## src/logic/lpd_pkg.sv

```systemverilog
/*
   lpd_pkg: register map, reset values, field layouts, timing constants and
   carrier types for the LED and pulse duty controller.
   Assumes a single 125 MHz clock and a byte-wide register port fed by the
   serial control slave.
*/
package lpd_pkg;

   // register offsets
   localparam logic [7:0] ADDR_WHITE_DUTY  = 8'h16;
   localparam logic [7:0] ADDR_BLINK       = 8'h17;
   localparam logic [7:0] ADDR_RED         = 8'h18;
   localparam logic [7:0] ADDR_GREEN       = 8'h19;
   localparam logic [7:0] ADDR_BLUE        = 8'h1A;
   localparam logic [7:0] ADDR_AUX         = 8'h1D;
   localparam logic [7:0] ADDR_BACKLIGHT   = 8'h27;

   // values after reset
   localparam logic [7:0] RST_WHITE_DUTY   = 8'h00;
   localparam logic [7:0] RST_BLINK        = 8'h00;
   localparam logic [7:0] RST_RED          = 8'h00;
   localparam logic [7:0] RST_GREEN        = 8'h00;
   localparam logic [7:0] RST_BLUE         = 8'h00;
   localparam logic [7:0] RST_AUX          = 8'h00;
   localparam logic [7:0] RST_BACKLIGHT    = 8'h00;

   // field positions
   localparam int BLINK_EN_BIT     = 7;
   localparam int BLINK_LIT_LSB    = 4;
   localparam int BLINK_PER_LSB    = 0;
   localparam int RED_ISET_LSB     = 6;
   localparam int RED_PHASE_BIT    = 5;
   localparam int AUX_EN_BIT       = 7;
   localparam int AUX_FREQ_LSB     = 4;
   localparam int AUX_DUTY_LSB     = 0;

   // timing
   localparam int    CLK_HZ          = 125_000_000;
   localparam int    REP_HZ_HI       = 180;
   localparam int    REP_HZ_LO       = 122;
   localparam int    REP_PULSES      = 256;
   localparam int    PULSE_CYC_HI    = CLK_HZ / (REP_HZ_HI * REP_PULSES);
   localparam int    PULSE_CYC_LO    = CLK_HZ / (REP_HZ_LO * REP_PULSES);
   localparam int    TRI_PULSES      = 32;
   localparam int    TRI_REP_HZ      = 200;
   localparam int    TRI_PULSE_CYC   = CLK_HZ / (TRI_REP_HZ * TRI_PULSES);
   localparam int    BLINK_TICK_MS   = 50;
   localparam int    BLINK_TICK_CYC  = (CLK_HZ / 1000) * BLINK_TICK_MS;
   localparam int    BLINK_PER_BASE  = 20;
   localparam int    BLINK_PER_STEP  = 10;
   localparam logic [3:0] BLINK_CONT  = 4'hF;
   localparam int    AUX_STEPS       = 16;
   localparam int    AUX_HZ [8]      = '{15600, 7800, 4500, 3000, 2000, 1500, 1000, 500};

   // soft-start steps, gray along the path
   typedef enum logic [1:0] {
      BST_OFF  = 2'b00,
      BST_I125 = 2'b01,
      BST_I250 = 2'b11,
      BST_RUN  = 2'b10
   } lpd_boost_e;

   typedef struct packed {
      logic [7:0] white;
      logic [7:0] blink;
      logic [7:0] red;
      logic [7:0] green;
      logic [7:0] blue;
      logic [7:0] aux;
      logic [7:0] backlight;
   } lpd_regs_s;

   typedef struct packed {
      logic [7:0] addr;
      logic [7:0] wdata;
      logic       wr;
   } lpd_wr_s;

endpackage

```

## src/logic/lpd_ctrl.sv

```systemverilog
/*
   lpd_ctrl: register file and duty generators for the white-LED switch,
   backlight pulse output, three-channel colour flasher and auxiliary
   open-drain pulse driver.
   Assumes the register port is driven by the serial slave on the same clock
   and the repetition-rate select level comes from logic on the same clock.
*/
// Functional notes
// - eight-bit codes give n/256 on fraction
// - zero white, backlight or colour code keeps output fully off
// - blink enable bit switches flashing
// - lit-time code selects lit interval
// - period code 1 s plus steps; F continuous
// - current field sets all three sinks
// - phase bit chooses out-of-phase channel
// - five-bit colour duty per channel
// - upper green/blue bits have no effect
// - aux enable bit gates pulse output
// - aux frequency code picks eight rates
// - aux duty is (code+1)/16
// - byte registers readable and writable at offsets
// - nonzero white duty starts boost soft-start
// - 256 whole pulses per repetition period
// - colour sinks only while blink enabled
// - colour repetition of 32 pulses
`timescale 1ns/1ps
module lpd_ctrl #(
   parameter int CLK_HZ_P         = lpd_pkg::CLK_HZ,
   parameter int PULSE_CYC_HI_P   = lpd_pkg::PULSE_CYC_HI,
   parameter int PULSE_CYC_LO_P   = lpd_pkg::PULSE_CYC_LO,
   parameter int BLINK_TICK_CYC_P = lpd_pkg::BLINK_TICK_CYC,
   parameter int TRI_PULSE_CYC_P  = lpd_pkg::TRI_PULSE_CYC
) (
   // clock and reset
   input  wire logic       clk,
   input  wire logic       resetn,
   // register port
   input  wire logic [7:0] reg_addr,
   input  wire logic [7:0] reg_wdata,
   input  wire logic       reg_wr,
   output logic      [7:0] reg_rdata,
   // rate select from the other register
   input  wire logic       repetition_rate_select,
   // white-LED boost
   output logic            white_led_switch,
   output logic            white_led_boost_en,
   output logic      [1:0] white_led_boost_step,
   // backlight
   output logic            backlight_pulse,
   // colour sinks
   output logic      [2:0] tricolor_sink_en,
   output logic      [1:0] tricolor_sink_current,
   // auxiliary open-drain pulse
   output logic            aux_pulse_o,
   output logic            aux_pulse_oe
);

   function automatic logic [7:0] rev8(input logic [7:0] v);
      for (int i = 0; i < 8; i++) begin
         rev8[i] = v[7-i];
      end
   endfunction

   function automatic logic [4:0] rev5(input logic [4:0] v);
      for (int i = 0; i < 5; i++) begin
         rev5[i] = v[4-i];
      end
   endfunction

   function automatic logic [23:0] aux_step_cyc(input logic [2:0] code);
      aux_step_cyc = 24'(CLK_HZ_P / (lpd_pkg::AUX_HZ[code] * lpd_pkg::AUX_STEPS));
   endfunction

   function automatic logic [7:0] lit_ticks(input logic [2:0] code);
      unique case (code)
         3'h5:    lit_ticks = 8'h08;
         3'h6:    lit_ticks = 8'h0A;
         3'h7:    lit_ticks = 8'h0C;
         default: lit_ticks = 8'(code) + 8'h02;
      endcase
   endfunction

   // register file
   lpd_pkg::lpd_regs_s regs_q, regs_d;
   logic [7:0]         rdata_q, rdata_d;

   always_comb begin
      regs_d = regs_q;
      if (reg_wr) begin
         unique case (reg_addr)
            lpd_pkg::ADDR_WHITE_DUTY: regs_d.white     = reg_wdata;
            lpd_pkg::ADDR_BLINK:      regs_d.blink     = reg_wdata;
            lpd_pkg::ADDR_RED:        regs_d.red       = reg_wdata;
            lpd_pkg::ADDR_GREEN:      regs_d.green     = reg_wdata;
            lpd_pkg::ADDR_BLUE:       regs_d.blue      = reg_wdata;
            lpd_pkg::ADDR_AUX:        regs_d.aux       = reg_wdata;
            lpd_pkg::ADDR_BACKLIGHT:  regs_d.backlight = reg_wdata;
            default:                  regs_d           = regs_q;
         endcase
      end
      unique case (reg_addr)
         lpd_pkg::ADDR_WHITE_DUTY: rdata_d = regs_q.white;
         lpd_pkg::ADDR_BLINK:      rdata_d = regs_q.blink;
         lpd_pkg::ADDR_RED:        rdata_d = regs_q.red;
         lpd_pkg::ADDR_GREEN:      rdata_d = regs_q.green;
         lpd_pkg::ADDR_BLUE:       rdata_d = regs_q.blue;
         lpd_pkg::ADDR_AUX:        rdata_d = regs_q.aux;
         lpd_pkg::ADDR_BACKLIGHT:  rdata_d = regs_q.backlight;
         default:                  rdata_d = 8'h00;
      endcase
   end

   always_ff @(posedge clk or negedge resetn) begin
      if (!resetn) begin
         regs_q  <= '{lpd_pkg::RST_WHITE_DUTY, lpd_pkg::RST_BLINK, lpd_pkg::RST_RED, lpd_pkg::RST_GREEN,
                      lpd_pkg::RST_BLUE, lpd_pkg::RST_AUX, lpd_pkg::RST_BACKLIGHT};
         rdata_q <= 8'h00;
      end else begin
         regs_q  <= regs_d;
         rdata_q <= rdata_d;
      end
   end

   assign reg_rdata = rdata_q;

   // white-LED and backlight repetition, with boost soft-start
   logic [11:0]         bl_cnt_q, bl_cnt_d;
   logic [7:0]          bl_idx_q, bl_idx_d;
   logic [7:0]          white_ap_q, white_ap_d;
   logic [7:0]          back_ap_q, back_ap_d;
   logic                rate_ap_q, rate_ap_d;
   logic                white_sw_q, white_sw_d;
   logic                back_q, back_d;
   lpd_pkg::lpd_boost_e bst_q, bst_d;
   logic                bl_pulse_end, bl_rep_end;

   always_comb begin
      bl_pulse_end = bl_cnt_q == (rate_ap_q ? 12'(PULSE_CYC_HI_P - 1) : 12'(PULSE_CYC_LO_P - 1));
      bl_rep_end   = bl_pulse_end && (bl_idx_q == 8'hFF);
      bl_cnt_d     = bl_pulse_end ? 12'h000 : bl_cnt_q + 12'h001;
      bl_idx_d     = bl_pulse_end ? bl_idx_q + 8'h01 : bl_idx_q;
      white_ap_d   = bl_rep_end ? regs_q.white : white_ap_q;
      back_ap_d    = bl_rep_end ? regs_q.backlight : back_ap_q;
      rate_ap_d    = bl_rep_end ? repetition_rate_select : rate_ap_q;
      // each pulse is wholly on or off; a reversed index spreads them evenly
      white_sw_d   = (bst_q != lpd_pkg::BST_OFF) && (rev8(bl_idx_d) < white_ap_d);
      back_d       = rev8(bl_idx_d) < back_ap_d;
      bst_d        = bst_q;
      if (white_ap_d == 8'h00) begin
         bst_d = lpd_pkg::BST_OFF;
      end else if (bst_q == lpd_pkg::BST_OFF) begin
         bst_d = lpd_pkg::BST_I125;
      end else if (bl_rep_end) begin
         unique case (bst_q)
            lpd_pkg::BST_I125: bst_d = lpd_pkg::BST_I250;
            lpd_pkg::BST_I250: bst_d = lpd_pkg::BST_RUN;
            lpd_pkg::BST_RUN:  bst_d = lpd_pkg::BST_RUN;
            default:           bst_d = lpd_pkg::BST_OFF;
         endcase
      end
   end

   always_ff @(posedge clk or negedge resetn) begin
      if (!resetn) begin
         bl_cnt_q   <= 12'h000;
         bl_idx_q   <= 8'h00;
         white_ap_q <= lpd_pkg::RST_WHITE_DUTY;
         back_ap_q  <= lpd_pkg::RST_BACKLIGHT;
         rate_ap_q  <= 1'b0;
         white_sw_q <= 1'b0;
         back_q     <= 1'b0;
         bst_q      <= lpd_pkg::BST_OFF;
      end else begin
         bl_cnt_q   <= bl_cnt_d;
         bl_idx_q   <= bl_idx_d;
         white_ap_q <= white_ap_d;
         back_ap_q  <= back_ap_d;
         rate_ap_q  <= rate_ap_d;
         white_sw_q <= white_sw_d;
         back_q     <= back_d;
         bst_q      <= bst_d;
      end
   end

   assign white_led_switch     = white_sw_q;
   assign white_led_boost_en   = bst_q != lpd_pkg::BST_OFF;
   assign white_led_boost_step = bst_q;
   assign backlight_pulse      = back_q;

   // colour duty and blink timing
   logic [15:0] tri_cnt_q, tri_cnt_d;
   logic [4:0]  tri_idx_q, tri_idx_d;
   logic [14:0] tri_ap_q, tri_ap_d;
   logic [23:0] tick_cnt_q, tick_cnt_d;
   logic [7:0]  pos_q, pos_d;
   logic [7:0]  blink_ap_q, blink_ap_d;
   logic [2:0]  sink_q, sink_d;
   logic        tri_end, tick, blink_en;
   logic [7:0]  per_ticks, half, on_t;
   logic        lit_in, lit_out, pha;
   logic [2:0]  pw;

   always_comb begin
      blink_en   = regs_q.blink[lpd_pkg::BLINK_EN_BIT];
      tri_end    = tri_cnt_q == 16'(TRI_PULSE_CYC_P - 1);
      tri_cnt_d  = tri_end ? 16'h0000 : tri_cnt_q + 16'h0001;
      tri_idx_d  = tri_end ? tri_idx_q + 5'h01 : tri_idx_q;
      // only the low five bits of each colour register are taken
      tri_ap_d   = (tri_end && tri_idx_q == 5'h1F)
                   ? {regs_q.red[4:0], regs_q.green[4:0], regs_q.blue[4:0]} : tri_ap_q;
      per_ticks  = 8'(lpd_pkg::BLINK_PER_BASE)
                   + 8'(lpd_pkg::BLINK_PER_STEP) * 8'(blink_ap_q[lpd_pkg::BLINK_PER_LSB +: 4]);
      half       = per_ticks >> 1;
      on_t       = lit_ticks(blink_ap_q[lpd_pkg::BLINK_LIT_LSB +: 3]);
      tick       = tick_cnt_q == 24'(BLINK_TICK_CYC_P - 1);
      tick_cnt_d = (!blink_en || tick) ? 24'h000000 : tick_cnt_q + 24'h000001;
      pos_d      = pos_q;
      blink_ap_d = blink_ap_q;
      if (!blink_en) begin
         pos_d      = 8'h00;
         blink_ap_d = regs_q.blink;
      end else if (tick) begin
         if (pos_q >= per_ticks - 8'h01) begin
            pos_d      = 8'h00;
            blink_ap_d = regs_q.blink;
         end else begin
            pos_d = pos_q + 8'h01;
         end
      end
      if (blink_ap_q[lpd_pkg::BLINK_PER_LSB +: 4] == lpd_pkg::BLINK_CONT) begin
         lit_in  = 1'b1;
         lit_out = 1'b1;
      end else begin
         lit_in  = pos_q < on_t;
         lit_out = (pos_q >= half) && (pos_q < half + on_t);
      end
      pha    = regs_q.red[lpd_pkg::RED_PHASE_BIT];
      pw[2]  = rev5(tri_idx_d) < tri_ap_d[14:10];
      pw[1]  = rev5(pha ? tri_idx_d : tri_idx_d ^ 5'h10) < tri_ap_d[9:5];
      pw[0]  = rev5(pha ? tri_idx_d ^ 5'h10 : tri_idx_d) < tri_ap_d[4:0];
      sink_d = {pw[2] && lit_in, pw[1] && (pha ? lit_in : lit_out), pw[0] && (pha ? lit_out : lit_in)};
      if (!blink_en) begin
         sink_d = 3'h0;
      end
   end

   always_ff @(posedge clk or negedge resetn) begin
      if (!resetn) begin
         tri_cnt_q  <= 16'h0000;
         tri_idx_q  <= 5'h00;
         tri_ap_q   <= 15'h0000;
         tick_cnt_q <= 24'h000000;
         pos_q      <= 8'h00;
         blink_ap_q <= lpd_pkg::RST_BLINK;
         sink_q     <= 3'h0;
      end else begin
         tri_cnt_q  <= tri_cnt_d;
         tri_idx_q  <= tri_idx_d;
         tri_ap_q   <= tri_ap_d;
         tick_cnt_q <= tick_cnt_d;
         pos_q      <= pos_d;
         blink_ap_q <= blink_ap_d;
         sink_q     <= sink_d;
      end
   end

   assign tricolor_sink_en      = sink_q;
   assign tricolor_sink_current = regs_q.red[lpd_pkg::RED_ISET_LSB +: 2];

   // auxiliary open-drain pulse; pulls low while on
   logic [23:0] aux_cnt_q, aux_cnt_d;
   logic [3:0]  aux_idx_q, aux_idx_d;
   logic [7:0]  aux_ap_q, aux_ap_d;
   logic        aux_on_q, aux_on_d;
   logic        aux_step_end, aux_per_end;

   always_comb begin
      aux_step_end = aux_cnt_q >= aux_step_cyc(aux_ap_q[lpd_pkg::AUX_FREQ_LSB +: 3]) - 24'h000001;
      aux_per_end  = aux_step_end && (aux_idx_q == 4'hF);
      aux_cnt_d    = aux_step_end ? 24'h000000 : aux_cnt_q + 24'h000001;
      aux_idx_d    = aux_step_end ? aux_idx_q + 4'h1 : aux_idx_q;
      aux_ap_d     = (aux_per_end || !aux_ap_q[lpd_pkg::AUX_EN_BIT]) ? regs_q.aux : aux_ap_q;
      aux_on_d     = aux_ap_d[lpd_pkg::AUX_EN_BIT]
                     && (aux_idx_d <= aux_ap_d[lpd_pkg::AUX_DUTY_LSB +: 4]);
   end

   always_ff @(posedge clk or negedge resetn) begin
      if (!resetn) begin
         aux_cnt_q <= 24'h000000;
         aux_idx_q <= 4'h0;
         aux_ap_q  <= lpd_pkg::RST_AUX;
         aux_on_q  <= 1'b0;
      end else begin
         aux_cnt_q <= aux_cnt_d;
         aux_idx_q <= aux_idx_d;
         aux_ap_q  <= aux_ap_d;
         aux_on_q  <= aux_on_d;
      end
   end

   assign aux_pulse_o  = 1'b0;
   assign aux_pulse_oe = aux_on_q;

   // checks
   zero_white_off_a: assert property (@(posedge clk) disable iff (!resetn)
      (white_ap_q == 8'h00) |=> !white_led_switch) else $error("white switch on with zero duty");
   zero_back_off_a: assert property (@(posedge clk) disable iff (!resetn)
      (back_ap_d == 8'h00) |=> !backlight_pulse) else $error("backlight on with zero duty");
   full_back_on_a: assert property (@(posedge clk) disable iff (!resetn)
      (back_ap_d == 8'hFF && bl_idx_d != 8'hFF) |=> backlight_pulse)
      else $error("backlight off at full code");
   boost_start_a: assert property (@(posedge clk) disable iff (!resetn)
      (bst_q == lpd_pkg::BST_OFF && white_ap_d != 8'h00) |=> bst_q == lpd_pkg::BST_I125)
      else $error("boost did not start soft-start");
   boost_hold_a: assert property (@(posedge clk) disable iff (!resetn)
      (bst_q == lpd_pkg::BST_I125 && !bl_rep_end && white_ap_d != 8'h00) |=> $stable(bst_q))
      else $error("soft-start step left early");
   sink_gate_a: assert property (@(posedge clk) disable iff (!resetn)
      !regs_q.blink[lpd_pkg::BLINK_EN_BIT] |=> tricolor_sink_en == 3'h0) else $error("sink on while disabled");
   sink_cur_a: assert property (@(posedge clk) disable iff (!resetn)
      tricolor_sink_current == regs_q.red[7:6]) else $error("sink current mismatch");
   aux_off_a: assert property (@(posedge clk) disable iff (!resetn)
      (!regs_q.aux[lpd_pkg::AUX_EN_BIT] && !aux_ap_q[lpd_pkg::AUX_EN_BIT]) |=> !aux_pulse_oe)
      else $error("aux pulse while disabled");
   aux_full_a: assert property (@(posedge clk) disable iff (!resetn)
      (aux_ap_q[7] && aux_ap_q[3:0] == 4'hF && !aux_per_end) |=> aux_pulse_oe) else $error("aux not full-on");
   readback_a: assert property (@(posedge clk) disable iff (!resetn)
      (reg_wr && reg_addr == lpd_pkg::ADDR_BLUE) ##1 (!reg_wr && reg_addr == lpd_pkg::ADDR_BLUE)
      |=> reg_rdata == $past(reg_wdata, 2)) else $error("register readback mismatch");

   boost_run_c: cover property (@(posedge clk) disable iff (!resetn) bst_q == lpd_pkg::BST_RUN);
   blink_lit_c: cover property (@(posedge clk) disable iff (!resetn) tricolor_sink_en != 3'h0);
   aux_pulse_c: cover property (@(posedge clk) disable iff (!resetn) $rose(aux_pulse_oe));
   back_pulse_c: cover property (@(posedge clk) disable iff (!resetn) $fell(backlight_pulse));

endmodule

```

## config.mk

```make
export PLATFORM = sky130hd
export DESIGN_NAME = lpd_ctrl
export DESIGN_NICKNAME = d
export VERILOG_FILES = /design/src/logic/lpd_pkg.sv /design/src/logic/lpd_ctrl.sv
export SDC_FILE = /design/constraint.sdc
export NUM_CORES = 1
export LEC_CHECK = 0
export BUFFER_PORTS_ARGS = -buffer_cell sky130_fd_sc_hd__buf_2
export CAP_MARGIN = 40
export CORE_MARGIN = 1
export CORE_UTILIZATION = 50
export CTS_CLUSTER_SIZE = 30
export DETAILED_ROUTE_END_ITERATION = 10
export MAX_ROUTING_LAYER = met4
export PLACE_DENSITY = 0.68
export SLEW_MARGIN = 20
export SYNTH_ARGS = -nofsm -noshare
export SYNTH_HDL_FRONTEND = slang
export SYNTH_SLANG_ARGS = --single-unit
```

## constraint.sdc

```tcl
create_clock -name clk -period 43.9 [get_ports clk]
set_input_delay 13.17 -clock clk [delete_from_list [all_inputs] [get_ports clk]]
set_output_delay 13.17 -clock clk [all_outputs]
set_load 0.02 [all_outputs]
```

==> out/results.txt <==
Compound-Gate Fraction of Synth Area: 23.4%
Non-filler instance count after layout: 4024
DRC Markers: 2
Arrival time at the worst endpoint: 41980 ps
Final GP Congestion: 1.05
Vias in the first global route: 24700
Gr ovfl total: 0
Die extent in y: 231 um
Ys async rst share: 100%
Largest family of logic cells by synthesized area: compound AO/OA/AOI/OAI gates
Post-synthesis cell area: 26100 sq um
Hold depth: 1
Initial antenna violation count: 1
Failing checks: design-rule violations
Clk pin slew, worst setup/hold paths: 60 ps
DR vias/cell: 6.45
Core area: 51500 sq um
Layout net count: 3618
Largest cells by area after synthesis: dfrtp_1, ha_1, xnor2_1, mux2_2, nor2_1
CTS Sinks: 220
Worst Tran Pin Value: 979 ps
Sequential share of the synthesized area: 21.1%
Tot GR Track Use: 32.5%
Status: finished with violations
Starting Density: 50.7%
CP Buf/Inv Count: 21
Ports: 40
CTS tree: built
Worst path top cell family by delay: compound AO/OA/AOI/OAI gates
Die area: 53200 sq um
Startpoint Class: flip-flop
First-pass GRT wire length: 135 mm
Post-Route WL: 87.2 mm
I/O Buffers: 38
Number of synthesized flops with an enable pin: 0
Syn avg cell area: 8.27 sq um
Critical path depth: 225
Yosys cell types: 139
Drt pass-1 iters: 11
Layout area overhead: 12.5%
Post-layout util: 57.1%
Placed cell area: 27800 sq um
Post-synth top area share: 21.1%
Fmax: 0.0241 GHz
Placement Rows: 83
Prevailing post-synth register cell: dfrtp_1
Layout cell share with drive strength beyond 1: 16.5%
Htree depth: 1
Final ANT Viol Nets: 0
Max-Slew Margin vs Limit: 34.2%
Most used cell, CP: ha_1
R2R depth: 225
Final worst-path cycle share: 94.6%
Max Fanout on Critical Path: 19
Synth Area in Simple Gates: 22.2%
Min-delay worst type: flip-flop to flip-flop
Vias after detailed routing: 25900
CP max stage delay: 510 ps
Req. time, crit path: 44360 ps
XOR/XNOR Fraction of Synth Area: 7.43%
CTS buffer count: 25
Final Cell Area: 29400 sq um
Chip width: 231 um
Starting DRT DRC Count: 2139
Hold WS: 482 ps
Yosys Warn Count: 0
CTS root buf: clkbuf_16
Worst skew pair latency: 570 ps
Post-DP HPWL: 66.9 mm
Post-synthesis cell count: 3162
Clock skew: 25.4 ps
Synthesized-area fraction occupied by adder cells: 13.3%
Minimum clock period after layout: 41520 ps
Clock Path Buffers: 3
Final setup viols: 0
Pin count of the biggest net entering global routing: 104
WL per Instance: 21.7 um
FF+latch count, synth: 220
Critical path endpoint category: flip-flop
Endpoints failing hold: 0
CP max stage cell: or3b_2
Mux contribution to synthesized area: 8.56%
Placed instance count: 3941
Leading cell type in the layout, fill and taps excluded: nor2_1
Commonest non-fill, non-tap cells in the layout: nor2_1, ha_1, nand2_1
Dominant cell type by area after synthesis: dfrtp_1
CP Class: flip-flop to flip-flop
Total of max-cap violations: 0
Max-slew violation count: 0
## registers in the layout, summed over array words and instances (netlist names), 2 cells and up
| signal | flops |
|---|---|
| blink_ap_q | 7 |
| white_led_boost_step | 2 |
| regs_q | 52 |
| pos_q | 8 |
| reg_rdata | 8 |
| tri_idx_q | 5 |
| white_ap_q | 8 |
| tri_ap_q | 15 |
| bl_idx_q | 8 |
| aux_ap_q | 8 |
| back_ap_q | 8 |
| tricolor_sink_current | 2 |
| tick_cnt_q | 24 |
| bl_cnt_q | 12 |
| aux_idx_q | 4 |
| aux_cnt_q | 24 |
| tri_cnt_q | 16 |
| tricolor_sink_en | 3 |
## path summary, 6_finish.rpt
path,from,endpoint,slack (ps)
max,aux_ap_q[5]$_DFFE_PN0P_,aux_pulse_oe$_DFF_PN0_,2380
max in group asynchronous,resetn,tick_cnt_q[10]$_DFF_PN0_,30090
min in group asynchronous,resetn,bl_idx_q[2]$_DFF_PN0_,12650
max reg2reg,aux_ap_q[5]$_DFFE_PN0P_,aux_pulse_oe$_DFF_PN0_,2380
min reg2reg,tri_cnt_q[0]$_DFF_PN0_,tri_cnt_q[0]$_DFF_PN0_,480
min,tri_cnt_q[0]$_DFF_PN0_,tri_cnt_q[0]$_DFF_PN0_,480
## layout make-up
| type | instances | area, sq um |
|---|---|---|
| antenna | 2 | 5.00 |
| clock buffer | 36 | 757 |
| clock inverter | 10 | 131 |
| fill | 4687 | 22100 |
| inverter | 146 | 573 |
| multi-input combinational | 2728 | 20100 |
| sequential | 220 | 5510 |
| tap | 680 | 851 |
| timing repair buffer | 202 | 1460 |
## synth_stat cells, drive strengths merged, types with 9 or more instances
library cell	number
o21bai	13
clkbuf	42
o211ai	37
o311ai	9
a21oi	215
and3	48
nor3	74
nor4	25
nor4b	10
o21ai	165
ha	271
a2111oi	11
nand2	270
a21boi	16
o22ai	17
or2	22
mux2i	97
nor2	303
mux2	109
or3	29
xor2	70
a31oi	47
and2	34
a221oi	9
xnor2	151
nand3	98
nand4	41
buf	41
and4	13
inv	142
o31ai	32
nor2b	53
a31o	11
a211o	19
nand2b	52
o21a	38
a21o	74
o2111ai	12
dfrtp	220
o211a	10
or4	11
a211oi	39
## metrics by stage
step | setup TNS [ps] | worst slack (ps)
floorplan | 0 | 238
global placement | -303 | -303
detailed placement | -5120 | -1450
CTS | 0 | 42.5
global route | -108 | -108
finish | 0 | 2380
## worst reg2reg max path, delay by kind of cell (launching register included)
kind                     cells  cell delay (ps)
XOR/XNOR                     1              180
flip-flops                   1              400
buffers and inverters       21             2880
adder cells (fa/ha/maj)     24             7350
AND/OR/NAND/NOR             70            11020
multiplexers                 9             2600
AO/OA/AOI/OAI              100            16980
## kinds of logic (layout without fill, tap and decap cells)
logic type | after synthesis | count (layout)
adders and majority gates | 275 | 275
buffers and inverters | 230 | 394
xor gates and xnor gates | 221 | 221
DFF | 220 | 220
other | 2 | 18
muxes | 206 | 206
and+or+nand+nor | 1133 | 1133
AOI/OAI and AO/OA | 875 | 877
## routing by layer
layer  track usage, %  up-vias  share of wire [%]  wire [um]
met3             3.99      176                7.1       6190
met2             51.5     1063                 46      39700
met4             7.93        0                2.5       2190
met5                -        -                  0          0
met1             44.1    12700                 45      39100
li1                 -    12100                  -          -
## repair_timing
item                                    CTS  global route
hold buffers                              0             0
pin swaps                                 2            27
endpoints found under the setup margin   13            28
cloned                                    1             1
endpoints found under the hold margin     0             0
resized for setup                         6           109
buffers inserted                          2            30
Power is not shown: default switching activity piles up to over one toggle a cycle in this logic, so the estimate is an artifact.
